`src/rtl/scan_regs_map.svh`:
```
/*
 * register offsets, field positions, reset values and thresholds of the
 * start/status register pair. assumes inclusion from the flag module and top.
 */
`ifndef SCAN_REGS_MAP_SVH
`define SCAN_REGS_MAP_SVH

`define START_OFFSET 5'h00
`define STATUS_OFFSET 5'h01

`define START_SELFTEST_BIT 13
`define START_SEQUENCER_BIT 8
`define START_VECTOR_MSB 2
`define START_RESET 16'h0000

`define STATUS_COMPARE_BIT 15
`define STATUS_RUNNING_BIT 14
`define STATUS_RESULT_BIT 13
`define STATUS_OUT_HALF_BIT 12
`define STATUS_OUT_EMPTY_BIT 11
`define STATUS_IN_FULL_BIT 10
`define STATUS_IN_HALF_BIT 9
`define STATUS_SEQ_ACTIVE_BIT 8
`define STATUS_RESET 16'h0000

`define HALF_THRESHOLD_WORDS 7'h38
`define BUFFER_LEVEL_WIDTH 12

`endif

```
`src/rtl/scan_regs_pkg.sv`:
```
/*
 * types shared by the start/status register pair.
 * assumes the map header is on the include path.
 */
`default_nettype none
package scan_regs_pkg;
	typedef enum logic [1:0] {
		PORT_IDLE = 2'b00,
		PORT_ACK = 2'b01,
		PORT_WAIT = 2'b10
	} port_state_t;

	typedef struct packed {
		logic selfTestStart;
		logic sequencerEnable;
		logic [2:0] vectorSelect;
	} start_ctrl_t;

	typedef struct packed {
		logic compareDone;
		logic compareMatch;
		logic sequencerStart;
		logic selfTestRunning;
		logic selfTestDone;
		logic selfTestPass;
		logic sequencerActive;
		logic [2:0] vectorRunning;
	} engine_status_t;
endpackage
`default_nettype wire

```
`src/rtl/scan_start_status.sv`:
```
/*
 * start and status registers behind the asynchronous strobe port.
 * assumes engines run on clock; rst_b is the synchronized internal reset.
 */
`default_nettype none
`include "scan_regs_map.svh"
module scan_start_status
	import scan_regs_pkg::*;
(
	input wire logic clock,
	input wire logic rst_b,
	input wire logic [4:0] address,
	input wire logic [15:0] dataIn,
	output logic [15:0] dataOut,
	output logic dataOe,
	input wire logic chipEnable_b,
	input wire logic readWrite,
	input wire logic strobe_b,
	output logic ackOut,
	output logic ackOe,
	input wire scan_regs_pkg::engine_status_t engine,
	input wire logic [`BUFFER_LEVEL_WIDTH-1:0] outLevel,
	input wire logic [`BUFFER_LEVEL_WIDTH-1:0] inLevel,
	output scan_regs_pkg::start_ctrl_t control
);
	import scan_regs_pkg::*;

	// ----------------------------------------
	// pin synchronisers
	// ----------------------------------------
	logic [2:0] syncA, syncB;
	// address and data ride the same two stages as the strobes
	logic [4:0] addrA, regAddr;
	logic [15:0] dataA, wrData;
	always_ff @(posedge clock or negedge rst_b)
	begin
		if (!rst_b)
		begin
			syncA <= 3'h7;
			syncB <= 3'h7;
			addrA <= 5'h00;
			regAddr <= 5'h00;
			dataA <= 16'h0000;
			wrData <= 16'h0000;
		end
		else
		begin
			syncA <= {chipEnable_b, strobe_b, readWrite};
			syncB <= syncA;
			addrA <= address;
			regAddr <= addrA;
			dataA <= dataIn;
			wrData <= dataA;
		end
	end
	logic selected;
	assign selected = !syncB[2] && !syncB[1];

	// ----------------------------------------
	// strobe handshake
	// ----------------------------------------
	port_state_t state, next_state;
	logic access;
	always_comb
	begin
		next_state = state;
		access = 1'b0;
		unique case (state)
			PORT_IDLE:
				if (selected)
				begin
					next_state = PORT_ACK;
					access = 1'b1;
				end
			PORT_ACK:
				if (!selected)
					next_state = PORT_IDLE;
			PORT_WAIT:
				next_state = PORT_IDLE;
			default:
				next_state = PORT_IDLE;
		endcase
	end
	always_ff @(posedge clock or negedge rst_b)
	begin
		if (!rst_b)
			state <= PORT_IDLE;
		else
			state <= next_state;
	end
	// address and data lag the strobes equally, so sample at access
	logic wrStart, wrStatus, isWrite;
	assign isWrite = !syncB[0];
	assign wrStart = access && isWrite && regAddr == `START_OFFSET;
	assign wrStatus = access && isWrite && regAddr == `STATUS_OFFSET;

	// ----------------------------------------
	// start register
	// ----------------------------------------
	logic selfTestStart, sequencerEnable;
	logic [2:0] vectorSelect;
	logic resultWritten;
	assign resultWritten = engine.selfTestDone;
	always_ff @(posedge clock or negedge rst_b)
	begin
		if (!rst_b)
		begin
			sequencerEnable <= 1'b0;
			vectorSelect <= 3'h0;
		end
		else if (wrStart)
		begin
			sequencerEnable <= wrData[`START_SEQUENCER_BIT];
			vectorSelect <= wrData[`START_VECTOR_MSB:0];
		end
	end
	always_ff @(posedge clock or negedge rst_b)
	begin
		if (!rst_b)
			selfTestStart <= 1'b0;
		else if (resultWritten)
			selfTestStart <= 1'b0;
		else if (wrStart)
			selfTestStart <= wrData[`START_SELFTEST_BIT];
	end
	assign control = '{selfTestStart, sequencerEnable, vectorSelect};

	// ----------------------------------------
	// status register
	// ----------------------------------------
	logic [3:0] fillFlags;
	status_flags levels (
		.clock(clock),
		.rst_b(rst_b),
		.outLevel(outLevel),
		.inLevel(inLevel),
		.flags(fillFlags)
	);
	logic compareMatch, running, result, seqActive;
	logic [3:0] bufFlags;
	logic [2:0] vectorRunning;
	// hardware events win over debug writes
	always_ff @(posedge clock or negedge rst_b)
	begin
		if (!rst_b)
			compareMatch <= 1'b0;
		else if (engine.sequencerStart)
			compareMatch <= 1'b0;
		else if (engine.compareDone)
			compareMatch <= engine.compareMatch;
		else if (wrStatus)
			compareMatch <= wrData[`STATUS_COMPARE_BIT];
	end
	always_ff @(posedge clock or negedge rst_b)
	begin
		if (!rst_b)
		begin
			running <= 1'b0;
			result <= 1'b0;
		end
		else if (engine.selfTestDone)
		begin
			running <= 1'b0;
			result <= engine.selfTestPass;
		end
		else if (wrStatus)
		begin
			running <= wrData[`STATUS_RUNNING_BIT];
			result <= wrData[`STATUS_RESULT_BIT];
		end
		else
			running <= engine.selfTestRunning;
	end
	// follows sequencer, cleared at completion; debug write
	always_ff @(posedge clock or negedge rst_b)
	begin
		if (!rst_b)
		begin
			seqActive <= 1'b0;
			vectorRunning <= 3'h0;
			bufFlags <= 4'h0;
		end
		else if (wrStatus)
		begin
			seqActive <= wrData[`STATUS_SEQ_ACTIVE_BIT];
			vectorRunning <= wrData[2:0];
			bufFlags <= wrData[`STATUS_OUT_HALF_BIT:`STATUS_IN_HALF_BIT];
		end
		else
		begin
			seqActive <= engine.sequencerActive;
			vectorRunning <= engine.vectorRunning;
			bufFlags <= fillFlags;
		end
	end

	// ----------------------------------------
	// read path
	// ----------------------------------------
	// reserved start bits zero
	always_ff @(posedge clock or negedge rst_b)
	begin
		if (!rst_b)
			dataOut <= 16'h0000;
		else if (access)
		begin
			if (regAddr == `START_OFFSET)
				dataOut <= {2'h0, selfTestStart, 4'h0, sequencerEnable, 5'h00, vectorSelect};
			else if (regAddr == `STATUS_OFFSET)
				dataOut <= {compareMatch, running, result, bufFlags, seqActive,
					5'h00, vectorRunning};
			else
				dataOut <= 16'h0000;
		end
	end
	assign dataOe = state == PORT_ACK && syncB[0];
	assign ackOut = 1'b0;
	assign ackOe = state == PORT_ACK;

	// ----------------------------------------
	// checks
	// ----------------------------------------
	chk_selftest_clear: assert property (@(posedge clock) disable iff (!rst_b)
		engine.selfTestDone |=> !selfTestStart) else $error("self-test bit not cleared");
	chk_seq_enable: assert property (@(posedge clock) disable iff (!rst_b)
		wrStart && !resultWritten |=> sequencerEnable == $past(wrData[`START_SEQUENCER_BIT]))
		else $error("sequencer enable not stored");
	chk_vector_sel: assert property (@(posedge clock) disable iff (!rst_b)
		wrStart |=> vectorSelect == $past(wrData[2:0])) else $error("vector not stored");
	chk_start_reserved: assert property (@(posedge clock) disable iff (!rst_b)
		access && regAddr == `START_OFFSET |=> (dataOut & 16'hde00) == 16'h0 ##0
		dataOut[7:3] == 5'h0) else $error("start reserved nonzero");
	chk_compare_force: assert property (@(posedge clock) disable iff (!rst_b)
		engine.sequencerStart |=> !compareMatch) else $error("compare not forced");
	chk_compare_match: assert property (@(posedge clock) disable iff (!rst_b)
		engine.compareDone && !engine.sequencerStart |=> compareMatch == $past(engine.compareMatch))
		else $error("compare result wrong");
	chk_half_flag: assert property (@(posedge clock) disable iff (!rst_b)
		inLevel >= 12'h038 && !wrStatus ##1 !wrStatus |=> bufFlags[0])
		else $error("half-full flag missing");
	chk_status_reserved: assert property (@(posedge clock) disable iff (!rst_b)
		access && regAddr == `STATUS_OFFSET |=> dataOut[7:3] == 5'h0)
		else $error("status reserved nonzero");
	chk_seq_active: assert property (@(posedge clock) disable iff (!rst_b)
		!engine.sequencerActive && !wrStatus |=> !seqActive) else $error("seq bit stuck");
	chk_running_flag: assert property (@(posedge clock) disable iff (!rst_b)
		engine.selfTestDone |=> !running) else $error("running bit stuck");
	cov_selftest: cover property (@(posedge clock) disable iff (!rst_b)
		wrStart ##[1:50] engine.selfTestDone);
	cov_status_read: cover property (@(posedge clock) disable iff (!rst_b)
		access && !isWrite && regAddr == `STATUS_OFFSET);
	cov_compare: cover property (@(posedge clock) disable iff (!rst_b)
		engine.sequencerStart ##[1:50] engine.compareDone);
endmodule // scan_start_status
`default_nettype wire

```
`src/rtl/status_flags.sv`:
```
/*
 * derives the buffer fill flags from occupancy counts.
 * assumes the counts are on the system clock.
 */
`default_nettype none
`include "scan_regs_map.svh"
module status_flags
(
	input wire logic clock,
	input wire logic rst_b,
	input wire logic [`BUFFER_LEVEL_WIDTH-1:0] outLevel,
	input wire logic [`BUFFER_LEVEL_WIDTH-1:0] inLevel,
	output logic [3:0] flags
);
	always_ff @(posedge clock or negedge rst_b)
	begin
		if (!rst_b)
			flags <= 4'h0;
		else
			flags <= {outLevel <= `BUFFER_LEVEL_WIDTH'(`HALF_THRESHOLD_WORDS),
				outLevel == '0, inLevel == '1,
				inLevel >= `BUFFER_LEVEL_WIDTH'(`HALF_THRESHOLD_WORDS)};
	end
endmodule // status_flags
`default_nettype wire

```
`config.mk`:
```
export PLATFORM = sky130hd
export DESIGN_NAME = scan_start_status
export DESIGN_NICKNAME = d
export VERILOG_FILES = /design/src/rtl/scan_regs_pkg.sv /design/src/rtl/scan_start_status.sv /design/src/rtl/status_flags.sv
export VERILOG_INCLUDE_DIRS = /design/src /design/src/rtl
export SDC_FILE = /design/constraint.sdc
export NUM_CORES = 1
export LEC_CHECK = 0
export BUFFER_PORTS_ARGS = -buffer_cell sky130_fd_sc_hd__buf_2
export CORE_MARGIN = 2
export CORE_UTILIZATION = 50
export CTS_BUF_LIST = sky130_fd_sc_hd__clkbuf_16
export CTS_CLUSTER_SIZE = 16
export DETAILED_ROUTE_END_ITERATION = 16
export PLACE_DENSITY = 0.84
export SYNTH_ARGS = -nofsm -noshare
export SYNTH_HDL_FRONTEND = slang
export SYNTH_SLANG_ARGS = --single-unit
```
`constraint.sdc`:
```
create_clock -name clock -period 3 [get_ports clock]
set_input_delay 0.3 -clock clock [delete_from_list [all_inputs] [get_ports clock]]
set_output_delay 0.3 -clock clock [all_outputs]
set_load 0.01 [all_outputs]
```
==> results.sh <==
export IMPL_num_rows=25
export IMPL_worstPathArrival_ns=2.31
export IMPL_drive_gt1_share_pct=45.99
export IMPL_setup_worst_path_start_class="flop"
export IMPL_track_usage_pct=17.16
export IMPL_synth_area_leaders="dfrtp_1 66%, dfstp_2 6.5%, mux2_2 3.7%"
export IMPL_crit_required_ns=3.20
export IMPL_place_hpwl_mm=2.847
export IMPL_firstDrtPassIters=4
export IMPL_yosysUniqueCellTypes=38
export IMPL_netlist_instances=154
export IMPL_drt_total_wl_mm=4.059
export IMPL_yosysTopAreaCell="dfrtp_1"
export IMPL_synth_top_area_share_pct=65.88
export IMPL_ys_flop_type="dfrtp_1"
export IMPL_synth_avg_cell_area_sq_um=15.79
export IMPL_crit_type="reg -> reg"
export IMPL_first_iter_violations=86
export IMPL_antenna_cells=0
export IMPL_rsz0062_at_grt="false"
export IMPL_drv_cap=0
export IMPL_fin_crit_sh_pct=70.32
export IMPL_p_total_mw=2.170
export IMPL_cts_htree_levels=3
export IMPL_io_buffers=72
export IMPL_end_kind="flop"
export IMPL_cts_tree="done"
export IMPL_root_buffer="clkbuf_16"
export IMPL_report_final_slew_viol_count=0
export IMPL_area_growth_pct=26.66
export IMPL_grt_pass1_vias=1449
export IMPL_core_area_sq_um=4692
export IMPL_async_flop_share_pct=100.0
export IMPL_vias=1472
export IMPL_cts_resized=0
export IMPL_ys_seq_area_share_pct=72.36
export IMPL_die_w_microns=73.73
export IMPL_setup_tns_ns=0
export IMPL_setup_viol=0
export IMPL_cts_made_buffers=9
export IMPL_path_clk_slew_ns=0.05
export IMPL_start_util_pct=51.81
export IMPL_min_path_type="in -> async"
export IMPL_route_detailed_drc=0
export IMPL_gr_total_overflow=0
export IMPL_post_place_cells=275
export IMPL_postCtsSetupRepairBufs=0
export IMPL_yosys_warnings=0
export IMPL_fp_dieH_microns=73.73
export IMPL_synth_edf_count=0
export IMPL_vdd_ir_drop_max_mv=0.5095
export IMPL_hold_viol=0
export IMPL_grt_antenna_before_repair=0
export IMPL_p_leak_nw=1.550
export IMPL_syn_area_sq_um=2431
export IMPL_fillers=338
export IMPL_fmax_mhz=474.1
export IMPL_dieArea_sq_um=5436
export IMPL_final_area_sq_um=3079
export IMPL_outcome="finished, final reports clean"
export IMPL_ant_nets=0
export IMPL_cp_max_fo=6
export IMPL_worst_pin_slew_ns=0.7649
export IMPL_fin_nets=293
export IMPL_grt_max_degree=38
export IMPL_cts_sinks=70
export IMPL_ios=84
export IMPL_clock_latency_ns=0.32
export IMPL_vias_per_cell=5.058
export IMPL_place_area_sq_um=2796
export IMPL_slew_headroom_pct=48.62
export IMPL_place_congestion=0.8235
export IMPL_clock_skew_ns=0.003685
export IMPL_final_common_cell="buf_2"
export IMPL_fin_crit_ns=2.109
export IMPL_grt_pass1_wl_mm=6.610
export IMPL_final_cell_mix="72 x buf_2, 64 x dfrtp_1, 9 x clkbuf_16"
export IMPL_p_per_area_nw_per_um2=704.8
export IMPL_routedWlPerCell_microns=13.95
export IMPL_postCtsHoldBufs=0
export IMPL_clk_path_buf_depth=2
export IMPL_ys_seq_elements=70
export IMPL_fin_cells=291
## state kept, by name, indices dropped and copies added, names as in the netlist
signal           flops
dataA               11
dataOut             11
wrData              11
addrA                5
regAddr              5
bufFlags             4
levels.flags         4
syncA                3
syncB                3
vectorRunning        3
vectorSelect         3
compareMatch         1
result               1
running              1
selfTestStart        1
seqActive            1
sequencerEnable      1
state                1
## per-stage QoR
| stage | worst slack (ns) | util, % | hold WS, ns |
|---|---|---|---|
| CTS | 0.8756 | 65.63 | 0.03944 |
| global route | 0.8218 | 65.63 | 0.05951 |
| global placement | 0.9438 | 59.60 | 0.3320 |
| finish | 0.8905 | 65.63 | 0.03036 |
| floorplan | 0.9283 | - | 0.004409 |
| detailed placement | 0.8977 | 59.60 | 0.3356 |
## cells by family (layout without fill, tap and decap cells)
logic type | count (synthesis) | after routing | share of synthesized area (%)
other | 1 | 6 | 0.1543
muxes | 18 | 18 | 8.647
xor gates and xnor gates | 1 | 1 | 0.3603
buffers and inverters | 15 | 93 | 4.271
AOI/OAI and AO/OA | 18 | 18 | 5.970
and+or+nand+nor | 30 | 30 | 7.720
DFF | 70 | 70 | 72.36
adders and majority gates | 1 | 1 | 0.5146
## cells in the mapped netlist (2+ instances only)
library cell	number
nand3_1	4
buf_4	8
mux2_4	4
mux2i_1	6
dfrtp_1	64
o21ai_0	2
mux2_2	8
inv_1	4
dfstp_2	6
nand2b_1	2
o2bb2ai_1	5
nor2_1	4
a22o_1	6
nand2_1	3
nor4_1	3
or2_2	2
nor3_1	2
## critical path, stage by stage, from the launching register on
cell and delay [ns]:
dfrtp_1 0.41, inv_1 0.07, ha_1 0.19, or3b_4 0.43, or4_4 0.57, mux2_4 0.32
## area by class of cell
type | instances | area (sq um) | share of cell area, %
Timing Repair Buffer | 73 | 367.9 | 11.95
Multi-Input combinational cell | 74 | 586.8 | 19.06
Inverter | 4 | 15.01 | 0.4876
Sequential cell | 70 | 1759 | 57.13
Clock inverter | 7 | 57.56 | 1.869
Clock buffer | 9 | 225.2 | 7.314
Tap cell | 54 | 67.56 | 2.194
## layer usage
layer	share of wire, %	routed length [microns]	global-route usage [%]	up-vias
li1	-	-	-	691
met1	41	1654	19.91	710
met2	51	2060	27.08	65
met3	6.8	275	7.545	6
met4	1.7	69	8.485	0
met5	0	0	0	-
## path summary, 6_finish.rpt
kind | slack (ns) | end | depth (start not counted) | startpoint
max | 0.89 | vectorSelect[1] | 5 | state[0]
min | 0.03 | compareMatch | 1 | rst_b
max reg2reg | 0.89 | vectorSelect[1] | 5 | state[0]
min reg2reg | 0.35 | wrData[14] | 0 | dataA[14]
max in group asynchronous | 2.05 | dataA[12] | 2 | rst_b
min in group clock | 0.07 | syncA[2] | 1 | chipEnable_b
## power by group
part,switching [mW],internal (mW)
clock network,0.356,0.629
registers,0.0283,0.998
logic,0.0805,0.0789
total,0.465,1.71
Power figures use the tool's default switching activity.
